## config.mk

```make
export PLATFORM = sky130hd
export DESIGN_NAME = xie_exec
export DESIGN_NICKNAME = d
export VERILOG_FILES = /design/src/core/xie_pkg.sv /design/src/core/xie_alu.sv /design/src/core/xie_exec.sv
export SDC_FILE = /design/constraint.sdc
export NUM_CORES = 1
export LEC_CHECK = 0
export BUFFER_PORTS_ARGS = -buffer_cell sky130_fd_sc_hd__clkbuf_2
export CORE_ASPECT_RATIO = 1.75
export CORE_MARGIN = 1
export CORE_UTILIZATION = 60
export DETAILED_ROUTE_END_ITERATION = 6
export PLACE_DENSITY = 0.79
export SLEW_MARGIN = 20
export SYNTH_ARGS = -nofsm -noshare
export SYNTH_HDL_FRONTEND = slang
export SYNTH_SLANG_ARGS = --single-unit
export TNS_END_PERCENT = 1
```

## constraint.sdc

```tcl
create_clock -name aclk -period 7.9 [get_ports aclk]
set_input_delay 0.79 -clock aclk [delete_from_list [all_inputs] [get_ports aclk]]
set_output_delay 0.79 -clock aclk [all_outputs]
set_load 0.01 [all_outputs]
```

## src/core/xie_pkg.sv

```systemverilog
package xie_pkg;

  // memory geometry
  localparam int          DM_AW      = 5;
  localparam int          DM_WORDS   = 32;
  localparam int          PM_AW      = 13;
  localparam int          PG_AW      = 5;
  localparam logic [4:0]  PAGE_LAST  = 5'h1F;
  localparam int          BUS_AW     = 12;

  // register byte addresses
  localparam logic [11:0] A_INSTR    = 12'h000;
  localparam logic [11:0] A_WORK     = 12'h004;
  localparam logic [11:0] A_FLAGS    = 12'h008;
  localparam logic [11:0] A_TPTR_LO  = 12'h00C;
  localparam logic [11:0] A_TPTR_HI  = 12'h010;
  localparam logic [11:0] A_TLATCH   = 12'h014;
  localparam logic [11:0] A_STAT     = 12'h018;
  localparam logic [11:0] A_PC       = 12'h01C;
  localparam logic [11:0] A_DMEM     = 12'h100;
  localparam logic [11:0] A_DMEM_END = 12'h17C;

  // reset values and bus answers
  localparam logic [7:0]  BYTE_RST   = 8'h00;
  localparam logic [12:0] PC_RST     = 13'h0000;
  localparam logic [1:0]  RESP_OKAY  = 2'h0;
  localparam logic [1:0]  RESP_SLVERR = 2'h2;

  // opcodes held in the low five bits of the instruction register
  localparam logic [4:0]  OP_SKIP_NZ = 5'h00;
  localparam logic [4:0]  OP_SUB_W   = 5'h01;
  localparam logic [4:0]  OP_SUB_M   = 5'h02;
  localparam logic [4:0]  OP_SWAP_M  = 5'h03;
  localparam logic [4:0]  OP_SWAP_W  = 5'h04;
  localparam logic [4:0]  OP_SKIP_Z  = 5'h05;
  localparam logic [4:0]  OP_MOVE_SZ = 5'h06;
  localparam logic [4:0]  OP_SKIP_BC = 5'h07;
  localparam logic [4:0]  OP_TRD_CUR = 5'h08;
  localparam logic [4:0]  OP_TRD_FIN = 5'h09;
  localparam logic [4:0]  OP_TRD_INC = 5'h0A;
  localparam logic [4:0]  OP_TRD_IFN = 5'h0B;
  localparam logic [4:0]  OP_XOR_W   = 5'h0C;
  localparam logic [4:0]  OP_XOR_M   = 5'h0D;

  typedef struct packed {
    logic sgn_carry;
    logic chain_zero;
    logic wrap;
    logic half_carry;
    logic z;
    logic c;
  } xie_flags_s;

  typedef struct packed {
    logic [7:0] addr;
    logic [2:0] bsel;
    logic [4:0] op;
  } xie_instr_s;

  typedef enum logic [1:0] {ST_IDLE, ST_EXEC, ST_DUMMY, ST_TBL} xie_state_e;

  function automatic logic is_skip(input logic [4:0] op);
    return op == OP_SKIP_NZ || op == OP_SKIP_Z || op == OP_MOVE_SZ || op == OP_SKIP_BC;
  endfunction

  function automatic logic is_table(input logic [4:0] op);
    return op == OP_TRD_CUR || op == OP_TRD_FIN || op == OP_TRD_INC || op == OP_TRD_IFN;
  endfunction

  function automatic logic is_mapped(input logic [11:0] a);
    return a == A_INSTR || a == A_WORK || a == A_FLAGS || a == A_TPTR_LO || a == A_TPTR_HI ||
           a == A_TLATCH || a == A_STAT || a == A_PC || (a >= A_DMEM && a <= A_DMEM_END);
  endfunction

endpackage

```

## src/core/xie_alu.sv

```systemverilog
`timescale 1ns/1ps
module xie_alu (
  // operation select
  input  wire logic [4:0]          op,
  // operands and incoming flags
  input  wire logic [7:0]          acc,
  input  wire logic [7:0]          mem,
  input  wire xie_pkg::xie_flags_s flg_in,
  // results
  output logic [7:0]               res,
  output xie_pkg::xie_flags_s      flg_out,
  output logic                     wr_acc,
  output logic                     wr_mem
);

  logic [8:0] diff;
  logic [4:0] hdiff;
  logic       is_sub;
  logic       is_xor;
  logic       sub_wrap;
  xie_pkg::xie_flags_s sub_flg;

  // nine-bit subtraction so the borrow is visible
  assign diff   = {1'b0, acc} - {1'b0, mem};
  assign hdiff  = {1'b0, acc[3:0]} - {1'b0, mem[3:0]};
  assign is_sub = op == xie_pkg::OP_SUB_W || op == xie_pkg::OP_SUB_M;
  assign is_xor = op == xie_pkg::OP_XOR_W || op == xie_pkg::OP_XOR_M;
  assign sub_wrap = (acc[7] ^ mem[7]) & (acc[7] ^ diff[7]);

  // carry is set for zero or positive result, cleared when a borrow occurs
  assign sub_flg.c          = ~diff[8];
  assign sub_flg.z          = diff[7:0] == 8'h00;
  assign sub_flg.half_carry = ~hdiff[4];
  assign sub_flg.wrap       = sub_wrap;
  assign sub_flg.sgn_carry  = sub_wrap ^ diff[7];
  assign sub_flg.chain_zero = diff[7:0] == 8'h00;

  // result select
  assign res = is_sub ? diff[7:0] :
               is_xor ? (acc ^ mem) :
               (op == xie_pkg::OP_SWAP_M || op == xie_pkg::OP_SWAP_W) ? {mem[3:0], mem[7:4]} : mem;

  // flag update: subtract sets all six, xor only zero, others none
  assign flg_out = is_sub ? sub_flg :
                   is_xor ? xie_pkg::xie_flags_s'{sgn_carry: flg_in.sgn_carry, chain_zero: flg_in.chain_zero,
                                                  wrap: flg_in.wrap, half_carry: flg_in.half_carry,
                                                  z: (acc ^ mem) == 8'h00, c: flg_in.c} : flg_in;

  // destinations
  assign wr_acc = op == xie_pkg::OP_SUB_W || op == xie_pkg::OP_SWAP_W ||
                  op == xie_pkg::OP_MOVE_SZ || op == xie_pkg::OP_XOR_W;
  assign wr_mem = op == xie_pkg::OP_SUB_M || op == xie_pkg::OP_SWAP_M || op == xie_pkg::OP_XOR_M;

endmodule

```

## src/core/xie_exec.sv

```systemverilog
`timescale 1ns/1ps
module xie_exec (
  // system
  input  wire logic         aclk,
  input  wire logic         aresetn,
  input  wire logic         ce,
  // write address channel
  input  wire logic [11:0]  s_axi_awaddr,
  input  wire logic         s_axi_awvalid,
  output logic              s_axi_awready,
  // write data channel
  input  wire logic [31:0]  s_axi_wdata,
  input  wire logic [3:0]   s_axi_wstrb,
  input  wire logic         s_axi_wvalid,
  output logic              s_axi_wready,
  // write response channel
  output logic [1:0]        s_axi_bresp,
  output logic              s_axi_bvalid,
  input  wire logic         s_axi_bready,
  // read address channel
  input  wire logic [11:0]  s_axi_araddr,
  input  wire logic         s_axi_arvalid,
  output logic              s_axi_arready,
  // read data channel
  output logic [31:0]       s_axi_rdata,
  output logic [1:0]        s_axi_rresp,
  output logic              s_axi_rvalid,
  input  wire logic         s_axi_rready,
  // program memory read port, data sampled in the same cycle as the registered address
  output logic [12:0]       pm_addr,
  input  wire logic [15:0]  pm_data
);

  // core state
  xie_pkg::xie_state_e  state_r;
  xie_pkg::xie_instr_s  ir_r;
  xie_pkg::xie_flags_s  flg_r;
  logic [7:0]           acc_r;
  logic [7:0]           tptr_lo_r;
  logic [7:0]           tptr_hi_r;
  logic [7:0]           tlatch_r;
  logic [12:0]          pc_r;
  logic                 skip_r;
  logic [7:0]           dmem [xie_pkg::DM_WORDS];

  // bus holding state
  logic [11:0]          awaddr_r;
  logic [31:0]          wdata_r;
  logic [3:0]           wstrb_r;
  logic                 aw_full_r;
  logic                 w_full_r;

  // decode wires
  logic [7:0]           mem_rd;
  logic [7:0]           alu_res;
  xie_pkg::xie_flags_s  alu_flg;
  logic                 alu_wacc;
  logic                 alu_wmem;
  logic                 exec_go;
  logic                 squash;
  logic                 skip_hit;
  logic                 is_inc;
  logic [7:0]           tptr;
  logic [4:0]           tpage;
  logic                 busy;
  logic                 wr_commit;
  logic                 wr_ok;
  logic                 wr_hit;
  logic                 issue;
  logic                 dm_we;
  logic [4:0]           dm_wa;
  logic [7:0]           dm_wd;
  logic [7:0]           rd_byte;
  logic [31:0]          rd_word;
  logic                 rd_take;
  logic [4:0]           cur_op;

  xie_alu u_alu (
    .op      (ir_r.op),
    .acc     (acc_r),
    .mem     (mem_rd),
    .flg_in  (flg_r),
    .res     (alu_res),
    .flg_out (alu_flg),
    .wr_acc  (alu_wacc),
    .wr_mem  (alu_wmem)
  );

  // operand fetch and execute qualifiers
  assign cur_op  = ir_r.op;
  assign mem_rd  = dmem[ir_r.addr[xie_pkg::DM_AW-1:0]];
  assign busy    = state_r != xie_pkg::ST_IDLE;
  assign exec_go = ce && state_r == xie_pkg::ST_EXEC && !skip_r;
  assign squash  = ce && state_r == xie_pkg::ST_EXEC && skip_r;

  // skip conditions of the four conditional tests
  assign skip_hit = (cur_op == xie_pkg::OP_SKIP_NZ && mem_rd != 8'h00) ||
                    (cur_op == xie_pkg::OP_SKIP_Z && mem_rd == 8'h00) ||
                    (cur_op == xie_pkg::OP_MOVE_SZ && mem_rd == 8'h00) ||
                    (cur_op == xie_pkg::OP_SKIP_BC && !mem_rd[ir_r.bsel]);

  // table address: page from counter, high pointer or last page
  assign is_inc = cur_op == xie_pkg::OP_TRD_INC || cur_op == xie_pkg::OP_TRD_IFN;
  assign tptr   = is_inc ? tptr_lo_r + 8'h01 : tptr_lo_r;
  assign tpage  = cur_op == xie_pkg::OP_TRD_CUR ? pc_r[12:8] :
                  cur_op == xie_pkg::OP_TRD_INC ? tptr_hi_r[xie_pkg::PG_AW-1:0] :
                  xie_pkg::PAGE_LAST;

  // bus write commit: both halves held and no answer pending
  assign wr_commit = ce && aw_full_r && w_full_r && !s_axi_bvalid;
  assign wr_hit    = xie_pkg::is_mapped(awaddr_r);
  assign wr_ok     = wr_hit && !busy;
  assign issue     = wr_commit && wr_ok && awaddr_r == xie_pkg::A_INSTR && wstrb_r[1:0] == 2'h3;

  // single data memory write port: execution or bus, never both
  assign dm_we = (exec_go && alu_wmem) || (ce && state_r == xie_pkg::ST_TBL) ||
                 (wr_commit && wr_ok && awaddr_r >= xie_pkg::A_DMEM && wstrb_r[0]);
  assign dm_wa = busy ? ir_r.addr[xie_pkg::DM_AW-1:0] : awaddr_r[xie_pkg::DM_AW+1:2];
  assign dm_wd = state_r == xie_pkg::ST_TBL ? pm_data[7:0] :
                 busy ? alu_res : wdata_r[7:0];

  // read decode
  assign rd_byte = s_axi_araddr == xie_pkg::A_WORK  ? acc_r :
                   s_axi_araddr == xie_pkg::A_FLAGS ? {2'h0, flg_r} :
                   s_axi_araddr == xie_pkg::A_TPTR_LO ? tptr_lo_r :
                   s_axi_araddr == xie_pkg::A_TPTR_HI ? tptr_hi_r :
                   s_axi_araddr == xie_pkg::A_TLATCH  ? tlatch_r :
                   s_axi_araddr == xie_pkg::A_STAT  ? {6'h00, skip_r, busy} :
                   s_axi_araddr >= xie_pkg::A_DMEM  ? dmem[s_axi_araddr[xie_pkg::DM_AW+1:2]] : 8'h00;
  assign rd_word = s_axi_araddr == xie_pkg::A_INSTR ? {16'h0000, ir_r} :
                   s_axi_araddr == xie_pkg::A_PC ? {19'h00000, pc_r} : {24'h000000, rd_byte};
  assign rd_take = ce && s_axi_arvalid && s_axi_arready;

  // sequencer: issue, execute, dummy cycle of a skip, table fetch
  always_ff @(posedge aclk) begin
    if (!aresetn) begin
      state_r <= xie_pkg::ST_IDLE;
    end else if (ce) begin
      unique case (state_r)
        xie_pkg::ST_IDLE:  state_r <= issue ? xie_pkg::ST_EXEC : xie_pkg::ST_IDLE;
        xie_pkg::ST_EXEC: begin
          if (skip_r) begin
            state_r <= xie_pkg::ST_IDLE;
          end else if (xie_pkg::is_skip(cur_op)) begin
            state_r <= xie_pkg::ST_DUMMY;
          end else if (xie_pkg::is_table(cur_op)) begin
            state_r <= xie_pkg::ST_TBL;
          end else begin
            state_r <= xie_pkg::ST_IDLE;
          end
        end
        xie_pkg::ST_DUMMY: state_r <= xie_pkg::ST_IDLE;
        xie_pkg::ST_TBL:   state_r <= xie_pkg::ST_IDLE;
      endcase
    end
  end

  // instruction register and pending skip
  always_ff @(posedge aclk) begin
    if (!aresetn) begin
      ir_r   <= '0;
      skip_r <= 1'b0;
    end else if (ce) begin
      if (issue) begin
        ir_r <= wdata_r[15:0];
      end
      if (squash) begin
        skip_r <= 1'b0;
      end else if (exec_go && xie_pkg::is_skip(cur_op)) begin
        skip_r <= skip_hit;
      end
    end
  end

  // counter advances once per instruction, squashed ones included
  always_ff @(posedge aclk) begin
    if (!aresetn) begin
      pc_r <= xie_pkg::PC_RST;
    end else if (ce && (squash || state_r == xie_pkg::ST_DUMMY || state_r == xie_pkg::ST_TBL ||
                        (exec_go && !xie_pkg::is_skip(cur_op) && !xie_pkg::is_table(cur_op)))) begin
      pc_r <= pc_r + 13'h0001;
    end
  end

  // work register and flags; a squashed slot leaves both alone
  always_ff @(posedge aclk) begin
    if (!aresetn) begin
      acc_r <= xie_pkg::BYTE_RST;
      flg_r <= '0;
    end else if (ce) begin
      if (exec_go && alu_wacc) begin
        acc_r <= alu_res;
      end else if (wr_commit && wr_ok && awaddr_r == xie_pkg::A_WORK && wstrb_r[0]) begin
        acc_r <= wdata_r[7:0];
      end
      if (exec_go) begin
        flg_r <= alu_flg;
      end else if (wr_commit && wr_ok && awaddr_r == xie_pkg::A_FLAGS && wstrb_r[0]) begin
        flg_r <= wdata_r[5:0];
      end
    end
  end

  // table pointers, latch and program memory address
  always_ff @(posedge aclk) begin
    if (!aresetn) begin
      tptr_lo_r <= xie_pkg::BYTE_RST;
      tptr_hi_r <= xie_pkg::BYTE_RST;
      tlatch_r  <= xie_pkg::BYTE_RST;
      pm_addr   <= xie_pkg::PC_RST;
    end else if (ce) begin
      if (exec_go && xie_pkg::is_table(cur_op)) begin
        tptr_lo_r <= tptr;
        pm_addr   <= {tpage, tptr};
      end else if (wr_commit && wr_ok && awaddr_r == xie_pkg::A_TPTR_LO && wstrb_r[0]) begin
        tptr_lo_r <= wdata_r[7:0];
      end
      if (wr_commit && wr_ok && awaddr_r == xie_pkg::A_TPTR_HI && wstrb_r[0]) begin
        tptr_hi_r <= wdata_r[7:0];
      end
      if (state_r == xie_pkg::ST_TBL) begin
        tlatch_r <= pm_data[15:8];
      end
    end
  end

  // data memory store, no reset on the array
  always_ff @(posedge aclk) begin
    if (dm_we) begin
      dmem[dm_wa] <= dm_wd;
    end
  end

  // write address and data taken in either order, answered once both are held
  always_ff @(posedge aclk) begin
    if (!aresetn) begin
      s_axi_awready <= 1'b1;
      s_axi_wready  <= 1'b1;
      aw_full_r     <= 1'b0;
      w_full_r      <= 1'b0;
      awaddr_r      <= '0;
      wdata_r       <= '0;
      wstrb_r       <= '0;
      s_axi_bvalid  <= 1'b0;
      s_axi_bresp   <= xie_pkg::RESP_OKAY;
    end else if (ce) begin
      if (s_axi_awvalid && s_axi_awready) begin
        awaddr_r      <= {s_axi_awaddr[11:2], 2'h0};
        aw_full_r     <= 1'b1;
        s_axi_awready <= 1'b0;
      end
      if (s_axi_wvalid && s_axi_wready) begin
        wdata_r      <= s_axi_wdata;
        wstrb_r      <= s_axi_wstrb;
        w_full_r     <= 1'b1;
        s_axi_wready <= 1'b0;
      end
      if (wr_commit) begin
        aw_full_r     <= 1'b0;
        w_full_r      <= 1'b0;
        s_axi_awready <= 1'b1;
        s_axi_wready  <= 1'b1;
        s_axi_bvalid  <= 1'b1;
        s_axi_bresp   <= wr_ok ? xie_pkg::RESP_OKAY : xie_pkg::RESP_SLVERR;
      end else if (s_axi_bvalid && s_axi_bready) begin
        s_axi_bvalid <= 1'b0;
      end
    end
  end

  // read channel: one beat answered the cycle after the address is taken
  always_ff @(posedge aclk) begin
    if (!aresetn) begin
      s_axi_arready <= 1'b1;
      s_axi_rvalid  <= 1'b0;
      s_axi_rdata   <= '0;
      s_axi_rresp   <= xie_pkg::RESP_OKAY;
    end else if (ce) begin
      if (rd_take) begin
        s_axi_arready <= 1'b0;
        s_axi_rvalid  <= 1'b1;
        s_axi_rdata   <= xie_pkg::is_mapped({s_axi_araddr[11:2], 2'h0}) ? rd_word : 32'h00000000;
        s_axi_rresp   <= xie_pkg::is_mapped({s_axi_araddr[11:2], 2'h0}) ? xie_pkg::RESP_OKAY
                                                                          : xie_pkg::RESP_SLVERR;
      end else if (s_axi_rvalid && s_axi_rready) begin
        s_axi_rvalid  <= 1'b0;
        s_axi_arready <= 1'b1;
      end
    end
  end

  // checks next to the execution logic
  property p_nz_skip;
    @(posedge aclk) disable iff (!aresetn)
      exec_go && cur_op == xie_pkg::OP_SKIP_NZ |=> skip_r == ($past(mem_rd) != 8'h00) && flg_r == $past(flg_r);
  endproperty
  a_nz_skip: assert property (p_nz_skip) else $error("nonzero skip decision wrong");

  property p_sub_carry;
    @(posedge aclk) disable iff (!aresetn)
      exec_go && cur_op == xie_pkg::OP_SUB_W |=> flg_r.c == ($past(acc_r) >= $past(mem_rd)) &&
                                                 flg_r.z == (acc_r == 8'h00);
  endproperty
  a_sub_carry: assert property (p_sub_carry) else $error("subtract carry or zero wrong");

  property p_subm_store;
    @(posedge aclk) disable iff (!aresetn)
      exec_go && cur_op == xie_pkg::OP_SUB_M |-> dm_we && dm_wd == mem_rd - mem_rd + acc_r - mem_rd;
  endproperty
  a_subm_store: assert property (p_subm_store) else $error("subtract to memory store wrong");

  property p_swap_keep;
    @(posedge aclk) disable iff (!aresetn)
      exec_go && cur_op == xie_pkg::OP_SWAP_M |-> dm_wd == {mem_rd[3:0], mem_rd[7:4]} ##1 $stable(flg_r);
  endproperty
  a_swap_keep: assert property (p_swap_keep) else $error("nibble exchange wrong");

  property p_swapa;
    @(posedge aclk) disable iff (!aresetn)
      exec_go && cur_op == xie_pkg::OP_SWAP_W |-> !dm_we ##1 acc_r[3:0] == $past(mem_rd[7:4]) &&
                                                            acc_r[7:4] == $past(mem_rd[3:0]);
  endproperty
  a_swapa: assert property (p_swapa) else $error("nibble exchange to work wrong");

  property p_skip_two;
    @(posedge aclk) disable iff (!aresetn || !ce)
      exec_go && xie_pkg::is_skip(cur_op) |=> state_r == xie_pkg::ST_DUMMY ##1 state_r == xie_pkg::ST_IDLE;
  endproperty
  a_skip_two: assert property (p_skip_two) else $error("skip did not take two cycles");

  property p_squash;
    @(posedge aclk) disable iff (!aresetn)
      squash |-> !dm_we ##1 $stable(acc_r) && $stable(flg_r) && !skip_r && pc_r == $past(pc_r) + 13'h0001;
  endproperty
  a_squash: assert property (p_squash) else $error("skipped instruction not squashed");

  property p_tbl_cur;
    @(posedge aclk) disable iff (!aresetn)
      exec_go && cur_op == xie_pkg::OP_TRD_CUR |=> pm_addr == {$past(pc_r[12:8]), $past(tptr_lo_r)} &&
                                                   $stable(tptr_lo_r);
  endproperty
  a_tbl_cur: assert property (p_tbl_cur) else $error("current page table address wrong");

  property p_tbl_flags;
    @(posedge aclk) disable iff (!aresetn)
      ce && state_r == xie_pkg::ST_TBL |=> $stable(flg_r) && tlatch_r == $past(pm_data[15:8]);
  endproperty
  a_tbl_flags: assert property (p_tbl_flags) else $error("table read touched flags or latch wrong");

endmodule

```

After elaboration in Yosys (flattened, before gate mapping)
Memories as Yosys holds them, arrays and structs flattened. A register that Yosys moved wholly into a read port is not among the register bits.
Index checks and enable logic that the tools add are counted.

word-level totals
  bits in writable memories = 256
  register bits after elaboration = 154
  memories kept = 1
  output and inout port bits = 54

memories
  name  words  bits a word  read ports  clocked after Yosys merged registers in  write ports  line            source
  dmem  32     8            2           1                                        1            xie_exec.sv:44  logic [7:0] dmem [xie_pkg::DM_WORDS];

cells by class
  $add $sub $neg = 4
  magnitude comparators = 6
  equal/unequal tests = 40
  bitwise gates (word level) = 7
  mux-type cells = 56
  reduce and logical (&&, ||, !) cells = 121

operators by type and width
  cell                                                                 number
  two-way mux 8 bit                                                    17
  == test 10 x 3 -> 1 bit (second input constant)                      8
  == test 12 x 5 -> 1 bit (second input constant)                      4
  == test 10 x 2 -> 1 bit (second input constant)                      4
  logical AND 1 bit                                                    40
  logical OR 1 bit                                                     39
  greater-or-equal comparator 12 x 9 -> 1 bit (second input constant)  3
  two-way mux 16 bit                                                   2
  == test 5 x 4 -> 1 bit (second input constant)                       6
  AND reduction 2 bit                                                  15
  two-way mux 5 bit                                                    5
  == test 12 x 4 -> 1 bit (second input constant)                      2
  <= comparator 12 x 9 -> 1 bit (second input constant)                2
  zero test 12 bit                                                     2
  zero test 8 bit                                                      3
  == test 10 x 1 -> 1 bit (second input constant)                      2
  == test 5 x 3 -> 1 bit (second input constant)                       4
  two-way mux 1 bit                                                    20
  two-way mux 6 bit                                                    3
  nonzero test 2 bit                                                   9
  adder 13 x 1 -> 13 bit (second input constant)                       1
  two-way mux 13 bit                                                   1
  == test 12 x 3 -> 1 bit (second input constant)                      1
  two-way mux 2 bit                                                    6
  23 further kinds                                                     35

Depth between registers and ports, before layout
  depth after elaboration = 16
  gate-level depth with buffers = 24
  gate-level depth less buffers = 19

Modules after synthesis
Synthesis repeated with hierarchy kept, for this count alone.

second synthesis, totals
  cells, all modules = 1567
  area, all modules = 19827.8 um2

modules (own cells, without submodules)
  module    cells an instance  area an instance (um2)  times used  seq. area each (um2)
  xie_exec  1442               18984.5                 1           10510.1
  xie_alu   125                843.3                   1           0.0

Worst setup path after synthesis
No wires, ideal clock.

  path type = reg-to-reg
  start = register (tool-made name)
  end = memory dmem[0][7] (data pin)
  arrival = 4576 ps
  period minus slack after synthesis = 4859 ps
  path buffers = 4
  slack = 3041 ps
  cell stages (with the launch flop) = 22
  library setup time = 283 ps
  cells stage by stage = dfxtp_1 -> buf_6 -> buf_12 -> buf_12 -> clkbuf_8 -> mux2_2 -> o221ai_1 -> o211ai_1 -> o22ai_2 -> ha_1 -> nor2b_1 -> o21ai_0 -> a21boi_0 -> o21ai_0 -> nand2_1 -> and2_1 -> o21a_1 -> nor2_1 -> fa_1 -> nand2b_1 -> a22oi_1 -> a221o_1

RTL lines
  item              line
  end: declaration  xie_exec.sv:44

==> key figures <==
Synth
  • Adder-cell area share of the yosys netlist: less than 1%
  • Top FF cell, synth: edfxtp_1
  • EDFF count, synth: 256
  • Ys async rst share: 0%
  • Xor/xnor share of the synthesized area: 0.884%
  • Unique masters post-synth: 94
  • Post-synthesis register bit count: 397
  • Top post-synthesis cells by area: edfxtp_1, dfxtp_1, mux4_2
  • Synth area leader: edfxtp_1
  • Post-synthesis mux area share: 18.6%
  • Largest family of logic cells by synthesized area: multiplexers
  • Syn Std Cell Area: between 15000 and 20000 um2
  • Register area share after synthesis: 53.0%
  • Cell with the most instances after synthesis: edfxtp_1
  • Synth cell count leaders: edfxtp_1, nand2_1, dfxtp_1
  • YS warnings: 0
  • Synth Area in Simple Gates: roughly 11%
  • Post-synthesis compound-gate area fraction: between 10% and 20%
  • Mapped Cells: 1585
  • Post-synth top area share: approximately two fifths
  • Avg Cell Area, Syn: 12.5 um2

Worst setup path
  • Kind of critical path: flip-flop to flip-flop
  • Startpoint types: flip-flop
  • Crit-path max cell delay: 0.63 ns
  • Critical path cell sequence: buf_12 > mux4_1 > mux2i_1 > mux2i_1 > o22ai_2 > ha_1 > nor2b_1 > o21ai_0 > a21boi_0 > o21ai_0 > nand2_1 > and2_1 > o21a_1 > nor2_1 > fa_1 > nand2b_1 > a22oi_1 > a221o_1 > buf_4
  • R2R Setup Slk: roughly 2.1 ns
  • Crit Path Max Fanout: 43
  • Critical path's slowest cell: mux4_1
  • Worst Setup End Kind: flip-flop
  • Worst EP required: a little over 8 ns
  • Delay-heaviest family, CP: compound AO/OA/AOI/OAI gates
  • WP data arrival: 6.12 ns
  • WP buf/inv: 2

Floorplan
  • Core area: about 32000 um2
  • Die ar.: 33800 um2
  • Initial cell density of the core: 61.3%
  • IO Count: 138
  • Die height: 242 um
  • Row Count: 87
  • Die outline width: 139 um

Layout
  • Nets: 1728
  • Fin util: 66.2%
  • Layout cells sized above 1: between 10% and 20%
  • Syn-to-layout area delta: 7.88%

Clock tree
  • Hold_buf cts: 0
  • Clock sinks: 397
  • Clock Tree Buf Depth: 3
  • Clock transition at the registers of the reported paths: 0.07 ns
  • Clk_lat worst skew: 0.55 ns
  • CTS tree: done
  • Number of gates resized after cts: 0
  • Post-CTS Setup Inserts: 0
  • H-tree level count: 2
  • Root Buffer: clkbuf_16
  • CTS Buf Count: 36

Drt
  • DR WL/cell: ~30 um
  • Antenna viol nets, final: 0
  • Via count: approximately 15k
  • Number of detailed-routing iterations run before antenna repair: 6
  • Iter 0 DRT Violations: approximately 1.5k
  • Vias per cell: a little over 7
  • Final wirelength: between 60000 and 70000 um
  • Drt drc: 0

Global routing
  • Pin count of the biggest net entering global routing: 63
  • First-pass GRT wire length: 90700 um
  • GRT Overall Usage: between 30% and 40%
  • Overflow left after global routing: 0
  • Vias in the first global route: 14.3k
  • Initial antenna violation count: 5

STA
  • Relative slew slack: 18.3%
  • Fin crit period: approximately 6 ns
  • Hold Violations, Final: 0
  • Setup-failing EPs final: 0
  • Slew Limit Fails: 0
  • Worst-margin pin slew: 1.22 ns
  • Max Clock Freq: 172 MHz
  • Tcrit/Tclk final: 73.8%
  • Clock skew: between 0.02 and 0.025 ns
  • Setup tns final: 0 ns
  • RSZ-0062 raised after global routing: no

Power
  • Maximum vdd drop: 0.159 mV
  • Pleak: ~6.8 nW
  • P per Cell Area: 194 nW/um2

Outcome
  • Status: completed

Placed design
  • Placer Congestion: between 1 and 1.5
  • Buffers on Ports: between 90 and 100
  • Post-DP HPWL: 42800 um

Worst hold path
  • Min-Delay Path Class: flip-flop to flip-flop

Flow run
  • Max-Cap Viols: 0
[worst register-to-register path: cells and delay by family (launching register included)]
family | cells | cell delay, ns
AOI/OAI and AO/OA | 7 | 1.55
muxes | 3 | 1.03
adders and majority gates | 2 | 0.85
and+or+nand+nor | 5 | 0.80
buffers and inverters | 2 | 0.73
DFF | 1 | 0.60
[per-stage QoR]
step           cell area [um2]  worst slack (ns)  power [W]  hold slack, ns  instances
2_1_floorplan            19900              3.04    0.00239           0.432       1602
3_3_place_gp             20200              2.13    0.00246           0.439       1994
3_5_place_dp             20300              2.24    0.00247           0.446       1994
4_1_cts                  21400              2.21    0.00414           0.454       2055
5_1_grt                  21400              1.84    0.00423           0.473       2055
6_report                 21400              2.07    0.00415           0.453       2059
[metal layers]
metal  GRT usage, %  wire length [um]  vias to the layer above
met1           37.1             18400                     7093
met5              0                32                        -
met4           34.2              6490                        4
li1               -                 -                     6171
met2           64.4             31400                      945
met3           8.48              5170                      317
[layout by cell type, fill, tap and decap left out, types with 7 or more instances in the layout]
master / netlist / layout
a21oi_1: 115 / 115
clkbuf_2: 1 / 97
edfxtp_1: 256 / 256
clkbuf_16: 0 / 38
xnor2_1: 12 / 12
conb_1: 1 / 18
ha_1: 10 / 10
nand3_1: 24 / 23
o22ai_1: 16 / 16
nand2b_1: 12 / 12
nor3_1: 18 / 18
mux2i_1: 46 / 46
mux4_2: 104 / 104
nand2_1: 185 / 184
nor2_1: 133 / 131
dfxtp_1: 141 / 139
buf_4: 20 / 19
nor2b_1: 10 / 10
nor3b_1: 10 / 10
and2_1: 7 / 7
a31oi_1: 15 / 15
a22oi_1: 23 / 23
o21ai_0: 58 / 58
a211oi_1: 9 / 9
clkbuf_1: 61 / 8
inv_1: 20 / 20
nand4_1: 13 / 13
mux4_1: 27 / 27
o211ai_1: 8 / 8
xor2_1: 8 / 8
or3_1: 9 / 9
o21ai_1: 13 / 13
a222oi_1: 7 / 7
a221oi_1: 7 / 7
and3_1: 19 / 19
[power by group]
group / internal, W / switching [W]
Clock: 0.000941 / 0.000778
Combinational: 0.0000718 / 0.000133
Sequential: 0.00221 / 0.0000150
Total: 0.00322 / 0.000926
[worst paths after layout]
check | start | to | depth (start not counted)
max reg2reg | flip-flop | dmem[25][7] | 19
min reg2reg | s_axi_rdata[6] | s_axi_rdata[6] | 2
max | flip-flop | dmem[25][7] | 19
min | s_axi_rdata[6] | s_axi_rdata[6] | 2
[kinds of logic (layout without fill, tap and decap cells)]
family,after synthesis,after routing
mux,190,190
flops,397,397
buf+inv,148,201
compound gates,338,338
simple gates,479,479
fa+ha+maj,12,12
other cells,1,22
xor+xnor,20,20
[area by class of cell]
cell class,count,area (um2)
sequential,397,10500
antenna,4,10.0
timing repair buffer,117,648
inverter,23,87.6
clock inverter,12,92.6
multi-input combinational,1057,8510
fill,2319,10900
clock buffer,49,1020
tap,400,500
[flip-flops by register name (all words and copies together), names as in the netlist, 8 cells and up, named ones only]
signal,flops
tptr_hi_r,8
pm_addr,13
dmem,256
acc_r,8
awaddr_r,10
ir_r,11
pc_r,13
wdata_r,16
s_axi_rdata,16
tlatch_r,8
tptr_lo_r,8
Power figures use the tool's default switching activity.
